--- config.mk ---
export PLATFORM = sky130hd
export DESIGN_NAME = flash_status_config_access
export DESIGN_NICKNAME = d
export VERILOG_FILES = /design/src/logic/flash_status_config_access.v
export VERILOG_INCLUDE_DIRS = /design/src /design/src/logic
export SDC_FILE = /design/constraint.sdc
export NUM_CORES = 1
export LEC_CHECK = 0
export BUFFER_PORTS_ARGS = -buffer_cell sky130_fd_sc_hd__buf_2
export CAP_MARGIN = 0
export CORE_MARGIN = 8
export CORE_UTILIZATION = 40
export CTS_CLUSTER_SIZE = 8
export DETAILED_ROUTE_END_ITERATION = 7
export PLACE_DENSITY_LB_ADDON = 0.05
export SETUP_SLACK_MARGIN = 0.05
export SYNTH_ARGS = -nofsm -noshare
export SYNTH_HDL_FRONTEND = slang
export SYNTH_SLANG_ARGS = --single-unit
--- constraint.sdc ---
create_clock -name mclk -period 2.55 [get_ports mclk]
set_clock_uncertainty 0.15 [all_clocks]
set_input_delay 0.3825 -clock mclk [delete_from_list [all_inputs] [get_ports mclk]]
set_output_delay 0.3825 -clock mclk [all_outputs]
set_load 0.01 [all_outputs]
--- src/logic/flash_status_config_regs.vh ---
// Constants of the status and configuration command block.
// Included by the block's single design file; holds definitions only.
`ifndef FLASH_STATUS_CONFIG_REGS_VH
`define FLASH_STATUS_CONFIG_REGS_VH

// Command opcodes
`define OP_WRITE_ENABLE     8'h06
`define OP_WRITE_DISABLE    8'h04
`define OP_WRITE_STATUS     8'h01
`define OP_WRITE_CONFIG     8'h11
`define OP_READ_CONFIG      8'h15
`define OP_ACTIVE_STATUS    8'h25
`define OP_ERASE_SUSPEND    8'h75
`define OP_PROGRAM_SUSPEND  8'hB0
`define OP_RESUME_A         8'h7A
`define OP_RESUME_B         8'h30

// Status word field positions
`define ST_ERASE_PAUSED     15
`define ST_PROTECT_COMP     14
`define ST_LOCK_HI          13
`define ST_LOCK_LO          11
`define ST_PROGRAM_PAUSED   10
`define ST_QUAD_ENABLE      9
`define ST_PROTECT_HI       8
`define ST_PROTECT_LO       7
`define ST_BLOCK_HI         6
`define ST_BLOCK_LO         2
`define ST_WRITE_LATCH      1
`define ST_BUSY             0

// Configuration field positions and reset value
`define CFG_DRIVE_HI        6
`define CFG_DRIVE_LO        5
`define CFG_RESET           8'h20
`define STATUS_RESET        16'h0000

// Frame lengths in serial clock rising edges
`define BITS_OPCODE         6'h08
`define BITS_ONE_BYTE       6'h10
`define BITS_TWO_BYTES      6'h18

// Self-timed register write cycle
`define STATUS_WRITE_TIME_NS 2000000
`define MCLK_PERIOD_NS       25

`endif

--- src/logic/flash_status_config_access.v ---
// Status/configuration command interpreter of a serial NOR flash.
// Assumes the serial pins are synchronous to mclk and that mclk runs
// at least four times faster than the serial clock.
//
// Summary of operation
// - Suspend commands set erase/program paused flags
// - Resume or power cycle clears paused flags
// - Read config shifts config out, even busy
// - Config bits 6:5 select output drive
// - Active-status drives busy continuously while selected
// - Active-status output falls only, never rises
// - Chip select high ends active-status, floats output
// - Status write needs write enable latch set
// - Status write keeps bits 15,10,1,0
// - Status write ends after 8/16 bits only
// - Eight-bit status write clears complement,quad,protect-hi
// - Valid status write starts timed busy cycle
// - Hardware protection blocks status write entirely
// - Config write needs latch and exactly 8 bits
// - Config write runs timed busy cycle, clears latch
// - Busy at status bit 0, latch bit 1
// - Protect bits 01 with pin low locks status
`timescale 1ns/1ps
`include "flash_status_config_regs.vh"

module flash_status_config_access #(
  parameter WRITE_CYCLES =
    (`STATUS_WRITE_TIME_NS + `MCLK_PERIOD_NS - 1) / `MCLK_PERIOD_NS
) (
  // Clock and reset
  input  wire        mclk,
  input  wire        rst,
  // Serial pins
  input  wire        cs_n,
  input  wire        sclk,
  input  wire        si,
  input  wire        write_protect_n,
  output reg         so,
  output reg         so_oe,
  // Array engine busy, from program/erase logic
  input  wire        array_busy,
  // Register contents toward the core
  output reg  [15:0] status_word,
  output reg  [7:0]  output_config_reg,
  output reg  [1:0]  drive_strength
);

  // Read-output phases
  localparam OUT_IDLE   = 2'b00;
  localparam OUT_CONFIG = 2'b01;
  localparam OUT_ACTIVE = 2'b10;

  reg        sclk_q;
  reg        cs_q;
  reg  [5:0] bit_count;
  reg [23:0] shift_in;
  reg  [7:0] opcode;
  reg  [7:0] out_shift;
  reg  [1:0] out_phase;
  reg        write_busy;
  reg [31:0] write_timer;
  reg        pending_is_config;
  reg [15:0] pending_status;
  reg  [7:0] pending_config;
  reg [15:0] next_status;

  // Reset image of the config byte, sliced for the drive field
  localparam [7:0] CFG_RESET_VALUE = `CFG_RESET;

  wire sclk_rise          = sclk & ~sclk_q & ~cs_n;
  wire sclk_fall          = ~sclk & sclk_q & ~cs_n;
  wire cs_rise            = cs_n & ~cs_q;
  wire write_in_progress  = write_busy | array_busy;
  wire write_enable_latch = status_word[`ST_WRITE_LATCH];
  wire hw_lock            = (~status_word[`ST_PROTECT_HI] & status_word[`ST_PROTECT_LO]
                            & ~write_protect_n)
                            | status_word[`ST_PROTECT_HI];
  wire can_write          = write_enable_latch & ~write_in_progress;

  // Status value a write would commit; the low data byte lands first
  always @* begin
    next_status = status_word;
    if (bit_count == `BITS_ONE_BYTE) begin
      next_status[7:2]                = shift_in[7:2];
      next_status[`ST_PROTECT_COMP]   = 1'b0;
      next_status[`ST_QUAD_ENABLE]    = 1'b0;
      next_status[`ST_PROTECT_HI]     = 1'b0;
    end else begin
      next_status[7:2]                = shift_in[15:10];
      next_status[`ST_PROTECT_COMP]   = shift_in[6];
      // Lock bits are one-time: they can be set, never cleared
      next_status[`ST_LOCK_HI:`ST_LOCK_LO] =
        status_word[`ST_LOCK_HI:`ST_LOCK_LO] | shift_in[5:3];
      next_status[`ST_QUAD_ENABLE]    = shift_in[1];
      next_status[`ST_PROTECT_HI]     = shift_in[0];
    end
    // Paused flags and the two live bits never take written data
    next_status[`ST_ERASE_PAUSED]   = status_word[`ST_ERASE_PAUSED];
    next_status[`ST_PROGRAM_PAUSED] = status_word[`ST_PROGRAM_PAUSED];
    next_status[`ST_WRITE_LATCH]    = status_word[`ST_WRITE_LATCH];
    next_status[`ST_BUSY]           = status_word[`ST_BUSY];
  end

  // Edge history of the serial pins
  always @(posedge mclk) begin
    if (rst) begin
      sclk_q <= 1'b0;
      cs_q   <= 1'b1;
    end else begin
      sclk_q <= sclk;
      cs_q   <= cs_n;
    end
  end

  // Input shifter, bit counter and opcode capture
  always @(posedge mclk) begin
    if (rst) begin
      bit_count <= 6'h00;
      shift_in  <= 24'h000000;
      opcode    <= 8'h00;
    end else if (cs_n) begin
      bit_count <= 6'h00;
    end else if (sclk_rise) begin
      shift_in <= {shift_in[22:0], si};
      // Saturate so overlong frames never alias a valid length
      if (bit_count != 6'h3F)
        bit_count <= bit_count + 6'h01;
      if (bit_count == `BITS_OPCODE - 6'h01)
        opcode <= {shift_in[6:0], si};
    end
  end

  // Serial output: config read-out and active-status busy line
  always @(posedge mclk) begin
    if (rst) begin
      out_phase <= OUT_IDLE;
      out_shift <= 8'h00;
      so        <= 1'b0;
      so_oe     <= 1'b0;
    end else if (cs_n) begin
      out_phase <= OUT_IDLE;
      so_oe     <= 1'b0;
    end else begin
      case (out_phase)
        OUT_IDLE: begin
          if (sclk_rise && bit_count == `BITS_OPCODE - 6'h01) begin
            if ({shift_in[6:0], si} == `OP_READ_CONFIG) begin
              // Allowed at any time, busy or not
              out_phase <= OUT_CONFIG;
              out_shift <= output_config_reg;
            end else if ({shift_in[6:0], si} == `OP_ACTIVE_STATUS) begin
              // Later input bits are don't-care; no clocks are needed
              out_phase <= OUT_ACTIVE;
              so        <= write_in_progress;
              so_oe     <= 1'b1;
            end
          end
        end
        OUT_CONFIG: begin
          // New bit on each falling edge; the byte repeats while selected
          if (sclk_fall) begin
            so        <= out_shift[7];
            so_oe     <= 1'b1;
            out_shift <= {out_shift[6:0], out_shift[7]};
          end
        end
        OUT_ACTIVE: begin
          // AND keeps the line monotonic even if array busy re-rises
          so    <= so & write_in_progress;
          so_oe <= 1'b1;
        end
        default: begin
          out_phase <= OUT_IDLE;
          so_oe     <= 1'b0;
        end
      endcase
    end
  end

  // Command execution at chip-select release and the timed write cycle
  always @(posedge mclk) begin
    if (rst) begin
      // Reset stands for a power cycle: paused flags drop here
      status_word       <= `STATUS_RESET;
      output_config_reg <= `CFG_RESET;
      write_busy        <= 1'b0;
      write_timer       <= 32'h00000000;
      pending_is_config <= 1'b0;
      pending_status    <= `STATUS_RESET;
      pending_config    <= `CFG_RESET;
    end else begin
      status_word[`ST_BUSY] <= write_in_progress;
      if (write_busy) begin
        if (write_timer == 32'h00000001) begin
          write_busy <= 1'b0;
          status_word[`ST_WRITE_LATCH] <= 1'b0;
          if (pending_is_config) begin
            output_config_reg <= pending_config;
          end else begin
            // Paused flags skipped: a suspend during the cycle must survive
            status_word[14:11] <= pending_status[14:11];
            status_word[9:2]   <= pending_status[9:2];
          end
        end
        write_timer <= write_timer - 32'h00000001;
      end
      if (cs_rise) begin
        case (opcode)
          `OP_WRITE_ENABLE: begin
            if (bit_count == `BITS_OPCODE && !write_busy)
              status_word[`ST_WRITE_LATCH] <= 1'b1;
          end
          `OP_WRITE_DISABLE: begin
            if (bit_count == `BITS_OPCODE && !write_busy)
              status_word[`ST_WRITE_LATCH] <= 1'b0;
          end
          `OP_WRITE_STATUS: begin
            // Needs latch, no lock, and a whole-byte frame end
            if (can_write && !hw_lock &&
                (bit_count == `BITS_ONE_BYTE ||
                 bit_count == `BITS_TWO_BYTES)) begin
              write_busy        <= 1'b1;
              write_timer       <= WRITE_CYCLES;
              pending_is_config <= 1'b0;
              pending_status    <= next_status;
            end
          end
          `OP_WRITE_CONFIG: begin
            if (can_write && bit_count == `BITS_ONE_BYTE) begin
              write_busy        <= 1'b1;
              write_timer       <= WRITE_CYCLES;
              pending_is_config <= 1'b1;
              // Reserved bits are not stored and read as zero
              pending_config    <= shift_in[7:0] & `CFG_RESET | shift_in[7:0] & 8'h40;
            end
          end
          `OP_ERASE_SUSPEND: begin
            if (bit_count == `BITS_OPCODE)
              status_word[`ST_ERASE_PAUSED] <= 1'b1;
          end
          `OP_PROGRAM_SUSPEND: begin
            if (bit_count == `BITS_OPCODE)
              status_word[`ST_PROGRAM_PAUSED] <= 1'b1;
          end
          `OP_RESUME_A, `OP_RESUME_B: begin
            if (bit_count == `BITS_OPCODE) begin
              status_word[`ST_ERASE_PAUSED]   <= 1'b0;
              status_word[`ST_PROGRAM_PAUSED] <= 1'b0;
            end
          end
          default: begin
          end
        endcase
      end
    end
  end

  // Drive strength code: 00=75% 01=100% 10=150% 11=50%
  always @(posedge mclk) begin
    if (rst)
      drive_strength <= CFG_RESET_VALUE[`CFG_DRIVE_HI:`CFG_DRIVE_LO];
    else
      drive_strength <= output_config_reg[`CFG_DRIVE_HI:`CFG_DRIVE_LO];
  end

endmodule

==> results of run 1 <==
[power groups by stage]
stage	Clock [mW]	Sequential [mW]	Combinational, mW
2_1_floorplan	0	1.79	0.0598
3_3_place_gp	0	1.80	0.0838
3_5_place_dp	0	1.80	0.0840
4_1_cts	1.74	1.75	0.0847
5_1_grt	1.80	1.75	0.0921
6_report	1.68	1.75	0.0829
[area by class of cell]
class,count,area (um2)
fill,1200,6354
multi-input combinational,406,2480
sequential,112,2242
timing repair buffer,51,362.8
clock buffer,10,239.0
tap,168,210.2
clock inverter,6,121.4
inverter,14,52.55
[layer usage]
metal	GRT usage [%]	routed length, um	up-vias
li1	-	-	1984
met1	16.30	5112	1831
met2	24.30	5378	39
met3	4.534	367	12
met4	4.269	148	0
met5	0	0	-
[worst max-delay path, delay by kind of cell (launching register included)]
family                   cells  cell delay [ns]
adder cells (fa/ha/maj)      1             0.15
buffers and inverters        2             0.27
flip-flops                   1             0.35
AO/OA/AOI/OAI                1             0.18
AND/OR/NAND/NOR              4             1.16
[cell families (layout without fill, tap and decap cells)]
group	count (synthesis)	in the layout	share of synthesized area [%]
and+or+nand+nor	250	250	25.46
DFF	112	112	45.13
AOI/OAI and AO/OA	85	85	11.36
buffers and inverters	52	81	5.339
xor gates and xnor gates	35	35	6.170
muxes	22	22	4.457
adders and majority gates	8	8	2.015
other	1	6	0.07548
[worst paths after layout]
check               startpoint           endpoint  cells past startpoint
setup / recovery  bit_count[0]  pending_status[5]                      8
hold / removal            sclk             sclk_q                      2
setup reg to reg  bit_count[0]  pending_status[5]                      8
hold reg to reg    shift_in[9]       shift_in[10]                      2
[layout by cell type, fill, tap and decap left out, types with 2 or more instances in the layout]
cell type,count
sky130_fd_sc_hd__nor2_1,82
sky130_fd_sc_hd__a211oi_1,5
sky130_fd_sc_hd__o31ai_1,2
sky130_fd_sc_hd__nand3_1,9
sky130_fd_sc_hd__dfxtp_1,112
sky130_fd_sc_hd__or2_2,2
sky130_fd_sc_hd__a41oi_1,2
sky130_fd_sc_hd__inv_1,13
sky130_fd_sc_hd__inv_8,2
sky130_fd_sc_hd__a22oi_1,6
sky130_fd_sc_hd__o21ai_0,3
sky130_fd_sc_hd__conb_1,6
sky130_fd_sc_hd__buf_12,4
sky130_fd_sc_hd__xnor2_1,26
sky130_fd_sc_hd__xor2_1,9
sky130_fd_sc_hd__nor4b_1,5
sky130_fd_sc_hd__nand4_1,7
sky130_fd_sc_hd__ha_1,8
sky130_fd_sc_hd__buf_2,28
sky130_fd_sc_hd__or3_1,8
sky130_fd_sc_hd__nor3_1,24
sky130_fd_sc_hd__nand2b_1,6
sky130_fd_sc_hd__nand4b_1,3
sky130_fd_sc_hd__clkbuf_16,9
sky130_fd_sc_hd__mux2i_1,21
sky130_fd_sc_hd__and4_1,2
sky130_fd_sc_hd__and2_1,3
sky130_fd_sc_hd__a211oi_2,7
sky130_fd_sc_hd__bufinv_16,3
sky130_fd_sc_hd__nand2_1,60
sky130_fd_sc_hd__nor2b_1,11
sky130_fd_sc_hd__o22ai_1,2
sky130_fd_sc_hd__a21oi_1,47
sky130_fd_sc_hd__nor4_1,12
sky130_fd_sc_hd__o21a_1,2
sky130_fd_sc_hd__buf_4,19
sky130_fd_sc_hd__and3_1,4
[per-stage QoR]
step                area, um2  total power [mW]  std cells  util (%)
floorplan                4987             1.854        570         -
global placement         5348             1.879        751     44.34
detailed placement       5348             1.880        751     44.34
CTS                      5708             3.579        767     47.32
global route             5708             3.647        767     47.32
finish                   5708             3.517        767     47.32
==> flow_metrics.env, run 1 <==
export IMPL_status="completed"
export IMPL_reg_top3="write_timer (32), shift_in (16), status_word (16)"
export IMPL_cp_data_arrival_time_ns=2.48
export IMPL_core_area_mm2=0.01206
export IMPL_cts_setup_buffers=0
export IMPL_grt_setup_unrepaired="no"
export IMPL_yosys_top_cells_area="sky130_fd_sc_hd__dfxtp_1 45%, sky130_fd_sc_hd__nor2_1 6.2%, sky130_fd_sc_hd__a21oi_1 4.7%, sky130_fd_sc_hd__xnor2_1 4.6%, sky130_fd_sc_hd__nand2_1 4.5%"
export IMPL_grt_pass1_wl_um=18490
export IMPL_synth_cell_types=59
export IMPL_comb_power_share_pct=2.4
export IMPL_ys_warn_count=0
export IMPL_holdWs_ns=0.1347
export IMPL_regMostFlops="write_timer"
export IMPL_synth_area_mm2=0.004969
export IMPL_routedWlPerCell_um=14.35
export IMPL_slew_headroom_pct=53.67
export IMPL_cts_sinks=112
export IMPL_diodes=0
export IMPL_cts_buffers=9
export IMPL_ios=35
export IMPL_rows=40
export IMPL_cts_clk_pin_slew_worst_paths_ns=0.07
export IMPL_postRouteAntennaNets=0
export IMPL_die_width_um=127.5
export IMPL_post_synthesis_average_cell_area_um2=8.794
export IMPL_fp_dieArea_mm2=0.01624
export IMPL_p_int_mw=2.778
export IMPL_critical_path_required_time_ns=2.68
export IMPL_first_pass_iters=4
export IMPL_final_setup_worst_slack_ns=0.2038
export IMPL_number_of_buffers_on_the_longest_clock_path=2
export IMPL_synth_top_cells_by_count="112 x sky130_fd_sc_hd__dfxtp_1, 82 x sky130_fd_sc_hd__nor2_1, 60 x sky130_fd_sc_hd__nand2_1"
export IMPL_syn_instance_count=565
export IMPL_finalWirelength_um=11010
export IMPL_yosys_area_top_type="sky130_fd_sc_hd__dfxtp_1"
export IMPL_crit_type="reg2reg"
export IMPL_nets=609
export IMPL_post_route_period_util_pct=92.01
export IMPL_crit_path_max_fanout=25
export IMPL_post_route_cells_drive_above_1_share_pct=14.52
export IMPL_power_density_cell_area_mw_per_mm2=616.1
export IMPL_dp_worst_setup_slack_ns=0.2150
export IMPL_minimum_setup_slack_among_reg_to_reg_paths_ns=0.20
export IMPL_largest_reg_flops=32
export IMPL_critical_path_startpoint_type="flip-flop"
export IMPL_grt_total_usage_pct=14.11
export IMPL_synthMostInstantiatedCell="sky130_fd_sc_hd__dfxtp_1"
export IMPL_crit_slowest_cell="sky130_fd_sc_hd__or4_4"
export IMPL_clockRootBuffer="sky130_fd_sc_hd__clkbuf_16"
export IMPL_postSynth_asyncResetShare_pct=0
export IMPL_place_port_buffers=28
export IMPL_vias=3866
export IMPL_synthDominantCellAreaShare_pct=45.13
export IMPL_initial_utilization_pct=41.19
export IMPL_max_stage_delay_ns=0.61
export IMPL_tns_ns=0
export IMPL_ctsResizeCount=0
export IMPL_viasPerCell=5.040
export IMPL_top_flip_flop_cell_by_instance_count_after_synthesis="sky130_fd_sc_hd__dfxtp_1"
export IMPL_synth_seq_area_share_pct=45.13
export IMPL_power_sequential_fraction_pct=49.9
export IMPL_clock_tree_htree_level_count=3
export IMPL_clock_tree_from_tritoncts="built"
export IMPL_clockPowerShare_pct=47.8
export IMPL_synth_seq_cells=112
export IMPL_max_slew_worst_pin_slew_ns=0.6877
export IMPL_setup_viol=0
export IMPL_switching_share_pct=21.00
export IMPL_postCtsHoldBufs=0
export IMPL_final_hold_violation_count=0
export IMPL_number_of_antenna_violations_at_the_first_check_in_global_routing=0
export IMPL_timing_max_transition_violations_final=0
export IMPL_max_cap_violations=0
export IMPL_power_leakage_nw=2.124
export IMPL_critical_path_endpoint_type="flip-flop"
export IMPL_drc=0
export IMPL_cell_by_cell_trace_of_the_critical_path="inv_1 > ha_1 > nand4bb_1 > or4_4 > nor3b_4 > buf_12 > nor2_1 > a211oi_2"
export IMPL_globalRoute_totalOverflow=0
export IMPL_die_height_um=127.5
export IMPL_gpl_final_weighted_congestion=0.7891
export IMPL_number_of_enable_flip_flop_cells_after_synthesis=0
export IMPL_detailed_place_hpwl_um=7778
export IMPL_grt_max_degree=60
export IMPL_post_route_min_period_ns=2.346
export IMPL_number_of_global_route_vias_before_repair=3805
export IMPL_drtIter0Drc=179
export IMPL_hold_class="in2reg"
export IMPL_p_sw_mw=0.7383
export IMPL_clock_latency_ns=0.36
export IMPL_areaGrowthSynthToFinish_pct=14.88
export IMPL_clock_fmax_mhz=426.2
export IMPL_power_ir_vdd_worst_mv=0.5918
Power figures use the tool's default switching activity.
==> inputs of run 2 (changes only) <==
--- a/config.mk
+++ b/config.mk
@@ -9,7 +9,7 @@
 export BUFFER_PORTS_ARGS = -buffer_cell sky130_fd_sc_hd__buf_2
 export CAP_MARGIN = 0
 export CORE_MARGIN = 8
-export CORE_UTILIZATION = 40
+export CORE_UTILIZATION = 50
 export CTS_CLUSTER_SIZE = 8
 export DETAILED_ROUTE_END_ITERATION = 7
 export PLACE_DENSITY_LB_ADDON = 0.05
==> run 2 against run 1 <==
Compared with the run above:
- fmax increased by 1.5%
- cell count decreased by 4.6%
- critical path depth unchanged
- sequential share of layout area increased by 1.5 points
- cell area decreased by 3.7%
- largest cell class unchanged
- largest power group unchanged
==> flow_metrics.env, run 2 (synthesized netlist as in run 1, its figures left out) <==
export IMPL_setup_viol=0
export IMPL_p_total_mw=3.027
export IMPL_number_of_global_route_vias_before_repair=3734
export IMPL_timing_max_transition_violations_final=0
export IMPL_cp_data_arrival_time_ns=2.47
export IMPL_critical_path_required_time_ns=2.71
export IMPL_power_leakage_nw=2.055
export IMPL_routedWlPerCell_um=14.21
export IMPL_globalRoute_totalOverflow=0
export IMPL_power_ir_vdd_worst_mv=0.4553
export IMPL_vias=3829
export IMPL_die_width_um=115.7
export IMPL_most_frequent_cells_in_the_layout="112 x sky130_fd_sc_hd__dfxtp_1, 82 x sky130_fd_sc_hd__nor2_1, 60 x sky130_fd_sc_hd__nand2_1, 47 x sky130_fd_sc_hd__a21oi_1, 28 x sky130_fd_sc_hd__buf_2"
export IMPL_die_height_um=115.7
export IMPL_clock_fmax_mhz=432.6
export IMPL_core_area_mm2=0.009729
export IMPL_fp_dieArea_mm2=0.01338
export IMPL_critical_path_endpoint_type="flip-flop"
export IMPL_regMostFlops="write_timer"
export IMPL_grt_total_usage_pct=16.66
export IMPL_slew_headroom_pct=58.11
export IMPL_reg_top3="write_timer (32), shift_in (16), status_word (16)"
export IMPL_rr_worst_depth=8
export IMPL_crit_slowest_cell="sky130_fd_sc_hd__or4_4"
export IMPL_cp_endpoint="pending_status[3]"
export IMPL_clock_tree_htree_level_count=3
export IMPL_crit_path_max_fanout=25
export IMPL_cts_clk_pin_slew_worst_paths_ns=0.11
export IMPL_startpoint="bit_count[0]"
export IMPL_viasPerCell=5.231
export IMPL_areaGrowthSynthToFinish_pct=10.63
export IMPL_cts_buffers=9
export IMPL_detailed_place_hpwl_um=7466
export IMPL_initial_utilization_pct=51.07
export IMPL_largest_reg_flops=32
export IMPL_max_stage_delay_ns=0.59
export IMPL_max_cap_violations=0
export IMPL_tns_ns=0
export IMPL_r2r_start="bit_count[0]"
export IMPL_fill_cells=951
export IMPL_worst_path_buf_inv=2
export IMPL_cpLargestDelayFamily="simple AND/OR/NAND/NOR gates"
export IMPL_crit_type="reg2reg"
export IMPL_place_port_buffers=28
export IMPL_max_slew_worst_pin_slew_ns=0.6202
export IMPL_status="completed"
export IMPL_critical_path_startpoint_type="flip-flop"
export IMPL_layout_commonest_cell="sky130_fd_sc_hd__dfxtp_1"
export IMPL_instances_no_fill=732
export IMPL_clock_latency_ns=0.38
export IMPL_nets=609
export IMPL_drtIter0Drc=237
export IMPL_clockRootBuffer="sky130_fd_sc_hd__clkbuf_8"
export IMPL_final_hold_violation_count=0
export IMPL_ios=35
export IMPL_critical_path_reg2reg_endpoint="pending_status[3]"
export IMPL_postCtsHoldBufs=0
export IMPL_placed_cells=716
export IMPL_gpl_final_weighted_congestion=0.8086
export IMPL_holdWs_ns=0.1035
export IMPL_number_of_antenna_violations_at_the_first_check_in_global_routing=0
export IMPL_post_route_cells_drive_above_1_share_pct=14.52
export IMPL_cell_by_cell_trace_of_the_critical_path="inv_1 > ha_1 > nand4bb_1 > or4_4 > nor3b_4 > buf_12 > nor2_1 > a211oi_1"
export IMPL_cts_sinks=112
export IMPL_grt_setup_unrepaired="no"
export IMPL_post_route_period_util_pct=90.66
export IMPL_diodes=0
export IMPL_post_route_min_period_ns=2.312
export IMPL_power_density_cell_area_mw_per_mm2=550.6
export IMPL_final_setup_worst_slack_ns=0.2382
export IMPL_grt_pass1_wl_um=17700
export IMPL_hold_class="in2reg"
export IMPL_drc=0
export IMPL_dp_worst_setup_slack_ns=0.1961
export IMPL_minimum_setup_slack_among_reg_to_reg_paths_ns=0.24
export IMPL_first_pass_iters=4
export IMPL_rows=36
export IMPL_grt_max_degree=33
export IMPL_clock_tree_from_tritoncts="built"
export IMPL_number_of_buffers_on_the_longest_clock_path=2
export IMPL_finalWirelength_um=10400
export IMPL_postRouteAntennaNets=0
export IMPL_crit_cells=8
==> run 2: cell types whose count changed in the layout (fill, tap and decap cells not counted), sizes merged <==
| cell | delta |
|---|---|
| bufinv | -1 |
| clkinv | +1 |
==> run 2: metal layers <==
layer | part of all wire (%) | up-vias | global-route usage, %
li1 | - | 1984 | -
met1 | 45 | 1798 | 19.57
met2 | 50 | 38 | 28.45
met3 | 3.8 | 9 | 5.367
met4 | 1.3 | 0 | 4.754
met5 | 0 | - | 0
==> run 2: worst min path at each step <==
stage	from	end	slack (ns)	depth (start not counted)
final	si	shift_in[0]	0.10	3
after floorplan	shift_in[8]	shift_in[9]	0.28	2
after detailed placement	shift_in[9]	shift_in[10]	0.29	2
after global placement	shift_in[8]	shift_in[9]	0.29	2
after global routing	sclk	sclk_q	0.07	2
after CTS	si	shift_in[0]	0.08	3
==> run 2: per-stage QoR <==
step           util, %  instance area, um2
2_1_floorplan        -                4987
3_3_place_gp     54.13                5266
3_5_place_dp     54.13                5266
4_1_cts          56.44                5492
5_1_grt          56.49                5497
6_report         56.49                5497
==> run 2: cell type report <==
class	instances	area [um2]	share of cell area (%)
multi-input cells	406	2485	45.21
well taps	133	166.4	3.028
repair buffers	51	325.3	5.919
flip-flops and latches	112	2242	40.79
inverters	14	52.55	0.9561
clock buffers	10	127.6	2.322
clock inverters	6	97.59	1.776
==> run 2: tightest hold or removal path: stages <==
cell and delay (ns):
sky130_fd_sc_hd__buf_2 0.12, sky130_fd_sc_hd__nand2_1 0.05, sky130_fd_sc_hd__a21oi_1 0.05
==> run 2: where the power goes <==
group	internal, mW	switching [mW]
Clock	0.570	0.624
Combinational	0.0192	0.0579
Sequential	1.75	0.00329
==> run 2: what timing repair did <==
action,4_1_cts,5_1_grt
resized for setup,0,2
setup buffers,0,0
endpoints found under the setup margin,0,3
